### src/rtl/epw_regs.svh
// Timing constants for the parallel EEPROM page-write host controller.
// What the document requires
// [RULE1] The memory finishes its own programming within 5 ms after a write.
// [RULE2] Without polling, wait the full 5 ms before the next write.
// [RULE3] Successive page byte loads start 0.150 us to 100 us apart.
// [RULE4] After polling reports done, wait 10 us before the next write.
// [RULE5] Between byte loads, output enable may pulse low with write strobe high.
// [RULE6] Each byte load is a plain select- or strobe-controlled write.
// [RULE7] Polling reads follow the ordinary read cycle sequence.
// [RULE8] The memory releases its data pins once select or enable rises.
// [RULE9] With select high the memory idles, floats data, ignores writes.
`ifndef EPW_REGS_SVH
`define EPW_REGS_SVH

`define EPW_AW 15
`define EPW_DW 8
`define EPW_TW 17
`define EPW_CLK_NS 50
`define EPW_PROG_MS 5
`define EPW_PROG_CYC ((`EPW_PROG_MS * 1000000) / `EPW_CLK_NS)
`define EPW_LOAD_MIN_NS 150
`define EPW_LOAD_MIN_CYC ((`EPW_LOAD_MIN_NS + `EPW_CLK_NS - 1) / `EPW_CLK_NS)
`define EPW_LOAD_MAX_US 100
`define EPW_LOAD_MAX_CYC ((`EPW_LOAD_MAX_US * 1000) / `EPW_CLK_NS)
`define EPW_GAP_US 10
`define EPW_GAP_CYC ((`EPW_GAP_US * 1000 + `EPW_CLK_NS - 1) / `EPW_CLK_NS)
`define EPW_ACC_NS 90
`define EPW_ACC_CYC ((`EPW_ACC_NS + `EPW_CLK_NS - 1) / `EPW_CLK_NS)
`define EPW_RD_CYC (`EPW_ACC_CYC + 2)
`define EPW_LOAD_MARGIN 4

`endif

### src/rtl/epw_pkg.sv
// Types shared by the EEPROM page-write host controller.
`default_nettype none
`include "epw_regs.svh"
package epw_pkg;
    typedef enum logic [3:0] {
        EPW_IDLE = 4'h0,
        EPW_WR_SET = 4'h1,
        EPW_WR_PULSE = 4'h3,
        EPW_WR_HOLD = 4'h2,
        EPW_PG_WAIT = 4'h6,
        EPW_PROG = 4'h7,
        EPW_POLL_ACT = 4'h5,
        EPW_POLL_END = 4'h4,
        EPW_GAP = 4'hc,
        EPW_RD_ACT = 4'h8,
        EPW_RD_END = 4'h9
    } epw_state_t;

    typedef struct packed {
        epw_state_t st;
        logic ce_n;
        logic oe_n;
        logic we_n;
        logic dq_oe_n;
        logic [`EPW_AW-1:0] addr;
        logic [`EPW_DW-1:0] dq_o;
        logic [`EPW_DW-1:0] dq_s1;
        logic [`EPW_DW-1:0] dq_s2;
        logic [`EPW_DW-1:0] rd_data;
        logic rd_valid;
        logic rdy;
        logic busy;
        logic wd7;
        logic last;
        logic poll;
        logic pg;
        logic hit;
        logic [2:0] cnt;
    } epw_ctl_t;

    typedef struct packed {
        logic [`EPW_TW-1:0] cnt;
        logic expired;
    } epw_tmr_t;
endpackage
`default_nettype wire

### src/rtl/epw_tmr_if.sv
// Load and expiry signals between the controller and its interval timer.
`timescale 1ns/1ns
`default_nettype none
`include "epw_regs.svh"
interface epw_tmr_if;
    logic load;
    logic [`EPW_TW-1:0] value;
    logic expired;

    modport owner (output load, output value, input expired);
    modport timer (input load, input value, output expired);
endinterface
`default_nettype wire

### src/rtl/epw_timer.sv
// Down-counting interval timer that flags expiry after a loaded count.
`timescale 1ns/1ns
`default_nettype none
`include "epw_regs.svh"
module epw_timer
    import epw_pkg::*;
(
    input wire logic clk_i,
    input wire logic rst_n_i,
    input wire logic en_i,
    epw_tmr_if.timer tmr
);
    epw_tmr_t s;
    epw_tmr_t next_s;

    // A load restarts the count; expiry rises the cycle the count hits zero.
    always_comb begin
        next_s = s;
        if (tmr.load) begin
            next_s.cnt = tmr.value;
        end else if (s.cnt != '0) begin
            next_s.cnt = s.cnt - `EPW_TW'(1);
        end
        next_s.expired = (next_s.cnt == '0);
    end

    // State register, frozen while the enable is low.
    always_ff @(posedge clk_i) begin
        if (!rst_n_i) begin
            s <= '{cnt: '0, expired: 1'b1};
        end else if (en_i) begin
            s <= next_s;
        end
    end

    assign tmr.expired = s.expired;
endmodule
`default_nettype wire

### src/rtl/epw_ctrl.sv
// Host controller that reads, page-writes and polls a parallel EEPROM.
`timescale 1ns/1ns
`default_nettype none
`include "epw_regs.svh"
module epw_ctrl
    import epw_pkg::*;
#(
    parameter int PROG_CYC = `EPW_PROG_CYC
) (
    input wire logic SYS_CLK_I,
    input wire logic RST_N_I,
    input wire logic CLK_EN_I,
    input wire logic CMD_VALID_I,
    input wire logic CMD_WRITE_I,
    input wire logic CMD_LAST_I,
    input wire logic POLL_EN_I,
    input wire logic [`EPW_AW-1:0] CMD_ADDR_I,
    input wire logic [`EPW_DW-1:0] CMD_DATA_I,
    output logic CMD_READY_O,
    output logic RD_VALID_O,
    output logic [`EPW_DW-1:0] RD_DATA_O,
    output logic BUSY_O,
    output logic MEM_CE_N_O,
    output logic MEM_OE_N_O,
    output logic MEM_WE_N_O,
    output logic [`EPW_AW-1:0] MEM_ADDR_O,
    output logic [`EPW_DW-1:0] MEM_DQ_O,
    output logic MEM_DQ_OE_N_O,
    input wire logic [`EPW_DW-1:0] MEM_DQ_I
);
    localparam epw_ctl_t CTL_RST = '{st: EPW_IDLE, ce_n: 1'b1, oe_n: 1'b1,
        we_n: 1'b1, dq_oe_n: 1'b1, rdy: 1'b1, default: '0};
    localparam logic [2:0] RD_LAST = 3'(`EPW_RD_CYC - 1);

    epw_ctl_t s;
    epw_ctl_t next_s;
    epw_tmr_if tmr ();
    logic take;

    epw_timer u_timer (
        .clk_i(SYS_CLK_I),
        .rst_n_i(RST_N_I),
        .en_i(CLK_EN_I),
        .tmr(tmr.timer)
    );

    assign take = CMD_VALID_I && s.rdy;

    // Sequencer for byte loads, reads, polling and program waits.
    always_comb begin
        next_s = s;
        next_s.rd_valid = 1'b0;
        next_s.dq_s1 = MEM_DQ_I;
        next_s.dq_s2 = s.dq_s1;
        tmr.load = 1'b0;
        tmr.value = '0;
        unique case (s.st)
            EPW_IDLE, EPW_PG_WAIT: begin
                if (take && CMD_WRITE_I) begin
                    // Address and data go out with select low, enable high.
                    next_s.addr = CMD_ADDR_I;
                    next_s.dq_o = CMD_DATA_I;
                    next_s.wd7 = CMD_DATA_I[`EPW_DW-1];
                    next_s.last = CMD_LAST_I;
                    next_s.poll = POLL_EN_I;
                    next_s.ce_n = 1'b0; // [RULE6]
                    next_s.dq_oe_n = 1'b0;
                    next_s.st = EPW_WR_SET;
                end else if (take) begin
                    // A read between loads keeps the write strobe high.
                    next_s.addr = CMD_ADDR_I;
                    next_s.ce_n = 1'b0; // [RULE5]
                    next_s.oe_n = 1'b0;
                    next_s.cnt = RD_LAST;
                    next_s.st = EPW_RD_ACT;
                end else if (s.st == EPW_PG_WAIT && tmr.expired) begin
                    // The load window ran out, so the page is programming.
                    next_s.pg = 1'b0; // [RULE3]
                    next_s.busy = 1'b1;
                    tmr.load = 1'b1;
                    tmr.value = `EPW_TW'(PROG_CYC);
                    next_s.st = EPW_PROG;
                end
            end
            EPW_WR_SET: begin
                next_s.we_n = 1'b0; // [RULE6]
                next_s.st = EPW_WR_PULSE;
            end
            EPW_WR_PULSE: begin
                next_s.we_n = 1'b1;
                next_s.st = EPW_WR_HOLD;
            end
            EPW_WR_HOLD: begin
                // Select rises one cycle after the strobe to hold address.
                next_s.ce_n = 1'b1; // [RULE9]
                next_s.dq_oe_n = 1'b1;
                tmr.load = 1'b1;
                if (s.last) begin
                    next_s.pg = 1'b0;
                    next_s.busy = 1'b1;
                    tmr.value = `EPW_TW'(PROG_CYC); // [RULE2]
                    next_s.st = EPW_PROG;
                end else begin
                    // The window is shortened to cover the next setup cycles.
                    next_s.pg = 1'b1;
                    tmr.value = `EPW_TW'(`EPW_LOAD_MAX_CYC - `EPW_LOAD_MARGIN);
                    next_s.st = EPW_PG_WAIT; // [RULE3]
                end
            end
            EPW_PROG: begin
                if (s.poll) begin
                    next_s.ce_n = 1'b0; // [RULE7]
                    next_s.oe_n = 1'b0;
                    next_s.cnt = RD_LAST;
                    next_s.st = EPW_POLL_ACT;
                end else if (tmr.expired) begin
                    // The memory is done once the full program time passed.
                    next_s.busy = 1'b0; // [RULE1] [RULE2]
                    next_s.st = EPW_IDLE;
                end
            end
            EPW_POLL_ACT, EPW_RD_ACT: begin
                if (s.cnt != 3'h0) begin
                    next_s.cnt = s.cnt - 3'h1;
                end else begin
                    // Sample the synchronised bus and release both strobes on the same edge.
                    next_s.ce_n = 1'b1; // [RULE8]
                    next_s.oe_n = 1'b1;
                    if (s.st == EPW_RD_ACT) begin
                        next_s.rd_data = s.dq_s2;
                        next_s.rd_valid = 1'b1;
                        next_s.st = EPW_RD_END;
                    end else begin
                        next_s.hit = (s.dq_s2[`EPW_DW-1] == s.wd7);
                        next_s.st = EPW_POLL_END;
                    end
                end
            end
            EPW_POLL_END: begin
                if (s.hit) begin
                    tmr.load = 1'b1;
                    tmr.value = `EPW_TW'(`EPW_GAP_CYC); // [RULE4]
                    next_s.st = EPW_GAP;
                end else if (tmr.expired) begin
                    next_s.busy = 1'b0; // [RULE1]
                    next_s.st = EPW_IDLE;
                end else begin
                    next_s.ce_n = 1'b0; // [RULE7]
                    next_s.oe_n = 1'b0;
                    next_s.cnt = RD_LAST;
                    next_s.st = EPW_POLL_ACT;
                end
            end
            EPW_GAP: begin
                if (tmr.expired) begin
                    next_s.busy = 1'b0; // [RULE4]
                    next_s.st = EPW_IDLE;
                end
            end
            EPW_RD_END: begin
                // One idle cycle lets the memory float the bus again.
                next_s.st = s.pg ? EPW_PG_WAIT : EPW_IDLE; // [RULE8]
            end
            default: begin
                next_s = CTL_RST;
            end
        endcase
        next_s.rdy = (next_s.st == EPW_IDLE) || (next_s.st == EPW_PG_WAIT);
    end

    // State register, frozen while the enable is low.
    always_ff @(posedge SYS_CLK_I) begin
        if (!RST_N_I) begin
            s <= CTL_RST;
        end else if (CLK_EN_I) begin
            s <= next_s;
        end
    end

    // Every output is a field of the state register.
    assign CMD_READY_O = s.rdy;
    assign RD_VALID_O = s.rd_valid;
    assign RD_DATA_O = s.rd_data;
    assign BUSY_O = s.busy;
    assign MEM_CE_N_O = s.ce_n;
    assign MEM_OE_N_O = s.oe_n;
    assign MEM_WE_N_O = s.we_n;
    assign MEM_ADDR_O = s.addr;
    assign MEM_DQ_O = s.dq_o;
    assign MEM_DQ_OE_N_O = s.dq_oe_n;

    // Helper counters that measure time since the last write strobe fall, the program start and the gap start.
    logic we_d;
    logic fall;
    logic last_poll;
    epw_state_t st_d;
    logic [`EPW_TW-1:0] fall_cnt;
    logic [`EPW_TW-1:0] end_cnt;
    logic [`EPW_TW-1:0] gap_cnt;

    assign fall = CLK_EN_I && we_d && !MEM_WE_N_O;

    always_ff @(posedge SYS_CLK_I) begin
        if (!RST_N_I) begin
            we_d <= 1'b1;
            st_d <= EPW_IDLE;
            last_poll <= 1'b0;
            fall_cnt <= '0;
            end_cnt <= '0;
            gap_cnt <= '0;
        end else if (CLK_EN_I) begin
            we_d <= MEM_WE_N_O;
            st_d <= s.st;
            fall_cnt <= fall ? `EPW_TW'(1) : fall_cnt + `EPW_TW'(&fall_cnt ? 0 : 1);
            if (s.st == EPW_PROG && st_d != EPW_PROG) begin
                end_cnt <= `EPW_TW'(1);
                gap_cnt <= '0;
                last_poll <= s.poll;
            end else begin
                end_cnt <= end_cnt + `EPW_TW'((&end_cnt || end_cnt == '0) ? 0 : 1);
                if (s.st == EPW_GAP && st_d != EPW_GAP) begin
                    gap_cnt <= `EPW_TW'(1);
                end else begin
                    gap_cnt <= gap_cnt + `EPW_TW'((&gap_cnt || gap_cnt == '0) ? 0 : 1);
                end
            end
        end
    end

    full_wait_a: assert property (@(posedge SYS_CLK_I) disable iff (!RST_N_I) // [RULE2]
        fall && !s.pg && !last_poll && end_cnt != '0 |-> end_cnt >= PROG_CYC)
        else $error("Write started before the full program time.");

    byte_space_a: assert property (@(posedge SYS_CLK_I) disable iff (!RST_N_I) // [RULE3]
        fall && s.pg |-> fall_cnt >= `EPW_LOAD_MIN_CYC && fall_cnt <= `EPW_LOAD_MAX_CYC)
        else $error("Page byte load spacing out of window.");

    post_poll_a: assert property (@(posedge SYS_CLK_I) disable iff (!RST_N_I) // [RULE4]
        fall && !s.pg && last_poll && end_cnt != '0
            |-> gap_cnt >= `EPW_GAP_CYC || end_cnt >= PROG_CYC)
        else $error("Write too soon after polling finished.");

    oe_strobe_a: assert property (@(posedge SYS_CLK_I) disable iff (!RST_N_I) // [RULE5]
        !MEM_OE_N_O |-> MEM_WE_N_O && MEM_DQ_OE_N_O)
        else $error("Output enable low while writing or driving data.");

    byte_load_a: assert property (@(posedge SYS_CLK_I) disable iff (!RST_N_I) // [RULE6]
        fall |-> !MEM_CE_N_O && MEM_OE_N_O && !MEM_DQ_OE_N_O
            ##1 MEM_WE_N_O && !MEM_CE_N_O && !MEM_DQ_OE_N_O)
        else $error("Byte load strobe sequence broken.");

    read_cycle_a: assert property (@(posedge SYS_CLK_I) // [RULE7]
        disable iff (!RST_N_I || !CLK_EN_I)
        $fell(MEM_OE_N_O) |-> (!MEM_OE_N_O && !MEM_CE_N_O)[*4]
            ##1 (MEM_OE_N_O && MEM_CE_N_O))
        else $error("Read or poll cycle of wrong length.");

    page_two_c: cover property (@(posedge SYS_CLK_I) disable iff (!RST_N_I)
        fall && s.pg);
    poll_hit_c: cover property (@(posedge SYS_CLK_I) disable iff (!RST_N_I)
        s.st == EPW_GAP);
    read_done_c: cover property (@(posedge SYS_CLK_I) disable iff (!RST_N_I)
        RD_VALID_O && s.pg);
endmodule
`default_nettype wire

### config.mk
export PLATFORM = sky130hd
export DESIGN_NAME = epw_ctrl
export DESIGN_NICKNAME = d
export VERILOG_FILES = /design/src/rtl/epw_pkg.sv /design/src/rtl/epw_tmr_if.sv /design/src/rtl/epw_timer.sv /design/src/rtl/epw_ctrl.sv
export VERILOG_INCLUDE_DIRS = /design/src /design/src/rtl
export SDC_FILE = /design/constraint.sdc
export NUM_CORES = 1
export LEC_CHECK = 0
export BUFFER_PORTS_ARGS = -buffer_cell sky130_fd_sc_hd__buf_2
export CORE_ASPECT_RATIO = 0.7
export CORE_MARGIN = 2
export CORE_UTILIZATION = 42
export CTS_BUF_LIST = sky130_fd_sc_hd__clkbuf_16
export DETAILED_ROUTE_END_ITERATION = 10
export PLACE_DENSITY = 0.61
export REMOVE_ABC_BUFFERS = 1
export SKIP_CTS_REPAIR_TIMING = 1
export SLEW_MARGIN = 10
export SYNTH_ARGS = -nofsm -noshare
export SYNTH_HDL_FRONTEND = slang
export SYNTH_SLANG_ARGS = --single-unit
### constraint.sdc
create_clock -name SYS_CLK_I -period 5.5 [get_ports SYS_CLK_I]
set_input_delay 0.55 -clock SYS_CLK_I [delete_from_list [all_inputs] [get_ports SYS_CLK_I]]
set_output_delay 0.55 -clock SYS_CLK_I [all_outputs]
set_load 0.02 [all_outputs]
==> out/metrics.cfg <==
[synthesis]
ys_warn_count=0
ys_ff_latch=83
synthArstFlopShare_pct=0
synth-edff-count=0
seq_area_frac_synth_pct=36.89
synth_cell_type_count=58
syn_avg_cell_area_um2=8.087
synth_ff_type=dfxtp_1
synthCells=557
syn_area_um2=4504

[place]
dpl.hpwl_um=8464
dp_cells=705
pre_cts_slack_ps=2152
place_area_um2=4723
portBuffers=75
gp_congestion=0.9405

[floorplanning]
fp.dieArea_um2=11580
core_area_um2=10400
start_util_pct=43.33
fp.dieH_um=90.65
fp.dieW_um=127.8
std_cell_rows=31
ioPinCount=76

[sta]
fin_tns_setup_ps=0
hold_viol_final=0
drv_slew=0
min_period_over_period_pct=62.01
max_clock_freq_ghz=0.2932
postLayoutSetupSlackWorst_ps=2090
min_period_ps=3410
rsz0062_at_grt=false
setup_violations=0
worst_pin_slew_ps=1077
max_slew_margin_pct=27.63
skew_ps=6.068

[detailed_routing]
post_drt_wl_per_cell_um=16.58
first_iter_violations=377
vias=4130
drtAntennaViolNets=0
drt_wl_total_um=11960
viasPerCell=5.728
drt_first_pass_iters=5
drc=0

[setup_path]
arrival_ps=3680
timing.rr.start=s[64]
cp-end-kind=flip-flop
cp.required_ps=5770
critPathKind=flip-flop to flip-flop
critPathLaunchType=flip-flop
critPathMaxFanout=26
critPathLaunch=s[64]

[pwr]
leakage_nw=2.029
switching_share_pct=32.78
p_per_area_nw_per_um2=329.0
comb_power_share_pct=24.0
p_clk_share_pct=34.3
power_mw=1.645
p_seq_share_pct=41.7
ir_drop_mv=0.1477
switching_power_uw=539.3
intPower_mw=1.106

[run]
max_cap_violations=0

[hold_path]
hold_class=flip-flop to flip-flop
min-delay-start=RD_DATA_O[5]

[grt]
grt_pass1_vias=3750
grt_overflow=0
grt_pass1_wl_um=19580
grt_max_degree=84
grt_usage_pct=21.07
antenna_found_initial=0

[cells_and_area]
n_antenna_cell=0
nets=625
postLayoutCellArea_um2=5000
final_common_cell=dfxtp_1
mostFrequentLayoutCells=83 x dfxtp_1, 75 x buf_2, 55 x nand2_1, 54 x nor2b_1, 42 x a22oi_1
layoutNonFillerInstCount=721
drive_gt1_share_pct=18.34
area_growth_pct=11.00

[clock_network]
cts-root-buf=clkbuf_16
cts_inserted_buffers=9
insertion_delay_ps=340
tritoncts=done
clk_pin_slew_ps=60
cts.sinks=83
cts_max_level=3
cts_max_path_buffers=2

[run_status]
outcome=completed

==> cell families after synthesis <==
group	after synthesis	synth area share (%)
AND/OR/NAND/NOR	221	26.11
AO/OA/AOI/OAI	161	24.64
flip-flops	83	36.89
buffers and inverters	78	9.222
XOR/XNOR	6	1.167
multiplexers	5	1.139
adder cells (fa/ha/maj)	3	0.8334
==> power groups by stage <==
stage                     sequential [mW]  clock [mW]  combinational [mW]
after floorplan                     0.699           0               0.267
after global placement              0.696           0               0.385
after detailed placement            0.697           0               0.391
after CTS                           0.684       0.582               0.393
after global routing                0.691       0.605               0.440
final                               0.686       0.563               0.395
==> registers in the layout, indices dropped and copies added, names as in the netlist, 8 cells and up <==
signal and count:
MEM_ADDR_O 15, MEM_DQ_O 8, RD_DATA_O 8, s 27
u_timer.s 17
==> per-stage QoR <==
stage	hold WS, ps	utilization (%)
3_3_place_gp	448.0	45.44
4_1_cts	452.8	48.10
3_5_place_dp	452.4	45.44
5_1_grt	487.1	48.10
2_1_floorplan	451.1	-
6_report	458.4	48.10
==> critical path, stage by stage, from the launching register on <==
cell and delay [ps]:
dfxtp_1 870, nand2_1 370, a21boi_1 530, o21ai_0 300
nor3_1 880, a22oi_1 220, nor2b_1 160
==> routing by layer <==
| metal | track usage [%] | up-vias | share of wire, % |
|---|---|---|---|
| li1 | - | 2017 | - |
| met1 | 30.60 | 1910 | 48 |
| met2 | 29.59 | 189 | 41 |
| met3 | 7.701 | 14 | 9.9 |
| met4 | 4.670 | 0 | 0.86 |
| met5 | 0 | - | 0 |
==> Yosys cell counts (all sizes together) (4+ instances only) <==
cell     n  area share [%]
a21boi  16             2.7
a21oi   28             3.1
a22oi   42             7.0
a31oi    4            0.56
and2     7            0.97
buf     35             5.6
clkbuf  30             2.5
dfxtp   83              37
inv     12             1.0
mux2i    4            0.89
nand2   55             4.6
nand2b   5            0.69
nand3   15             1.7
nor2    35             2.9
nor2b   54             7.5
nor3    18             2.0
nor4    12             2.3
o211a    9             2.0
o21a     4            0.67
o21ai   34             3.8
or2      4            0.56
or4      6             1.2
==> cell type report <==
cell class	count	area (µm²)
Multi-Input combinational cell	396	2427
Tap cell	132	165.2
Sequential cell	83	1662
Timing Repair Buffer	81	420.4
Clock inverter	7	51.30
Clock buffer	9	225.2
Inverter	13	48.80
Fill cell	1054	5395
==> worst paths after layout <==
kind,slack [ps],depth (start not counted),endpoint
max,2090,6,MEM_DQ_O[0]
min,460,2,RD_DATA_O[5]
max reg2reg,2090,6,MEM_DQ_O[0]
min reg2reg,460,2,RD_DATA_O[5]
No activity file was read; power rests on OpenSTA's default activity.
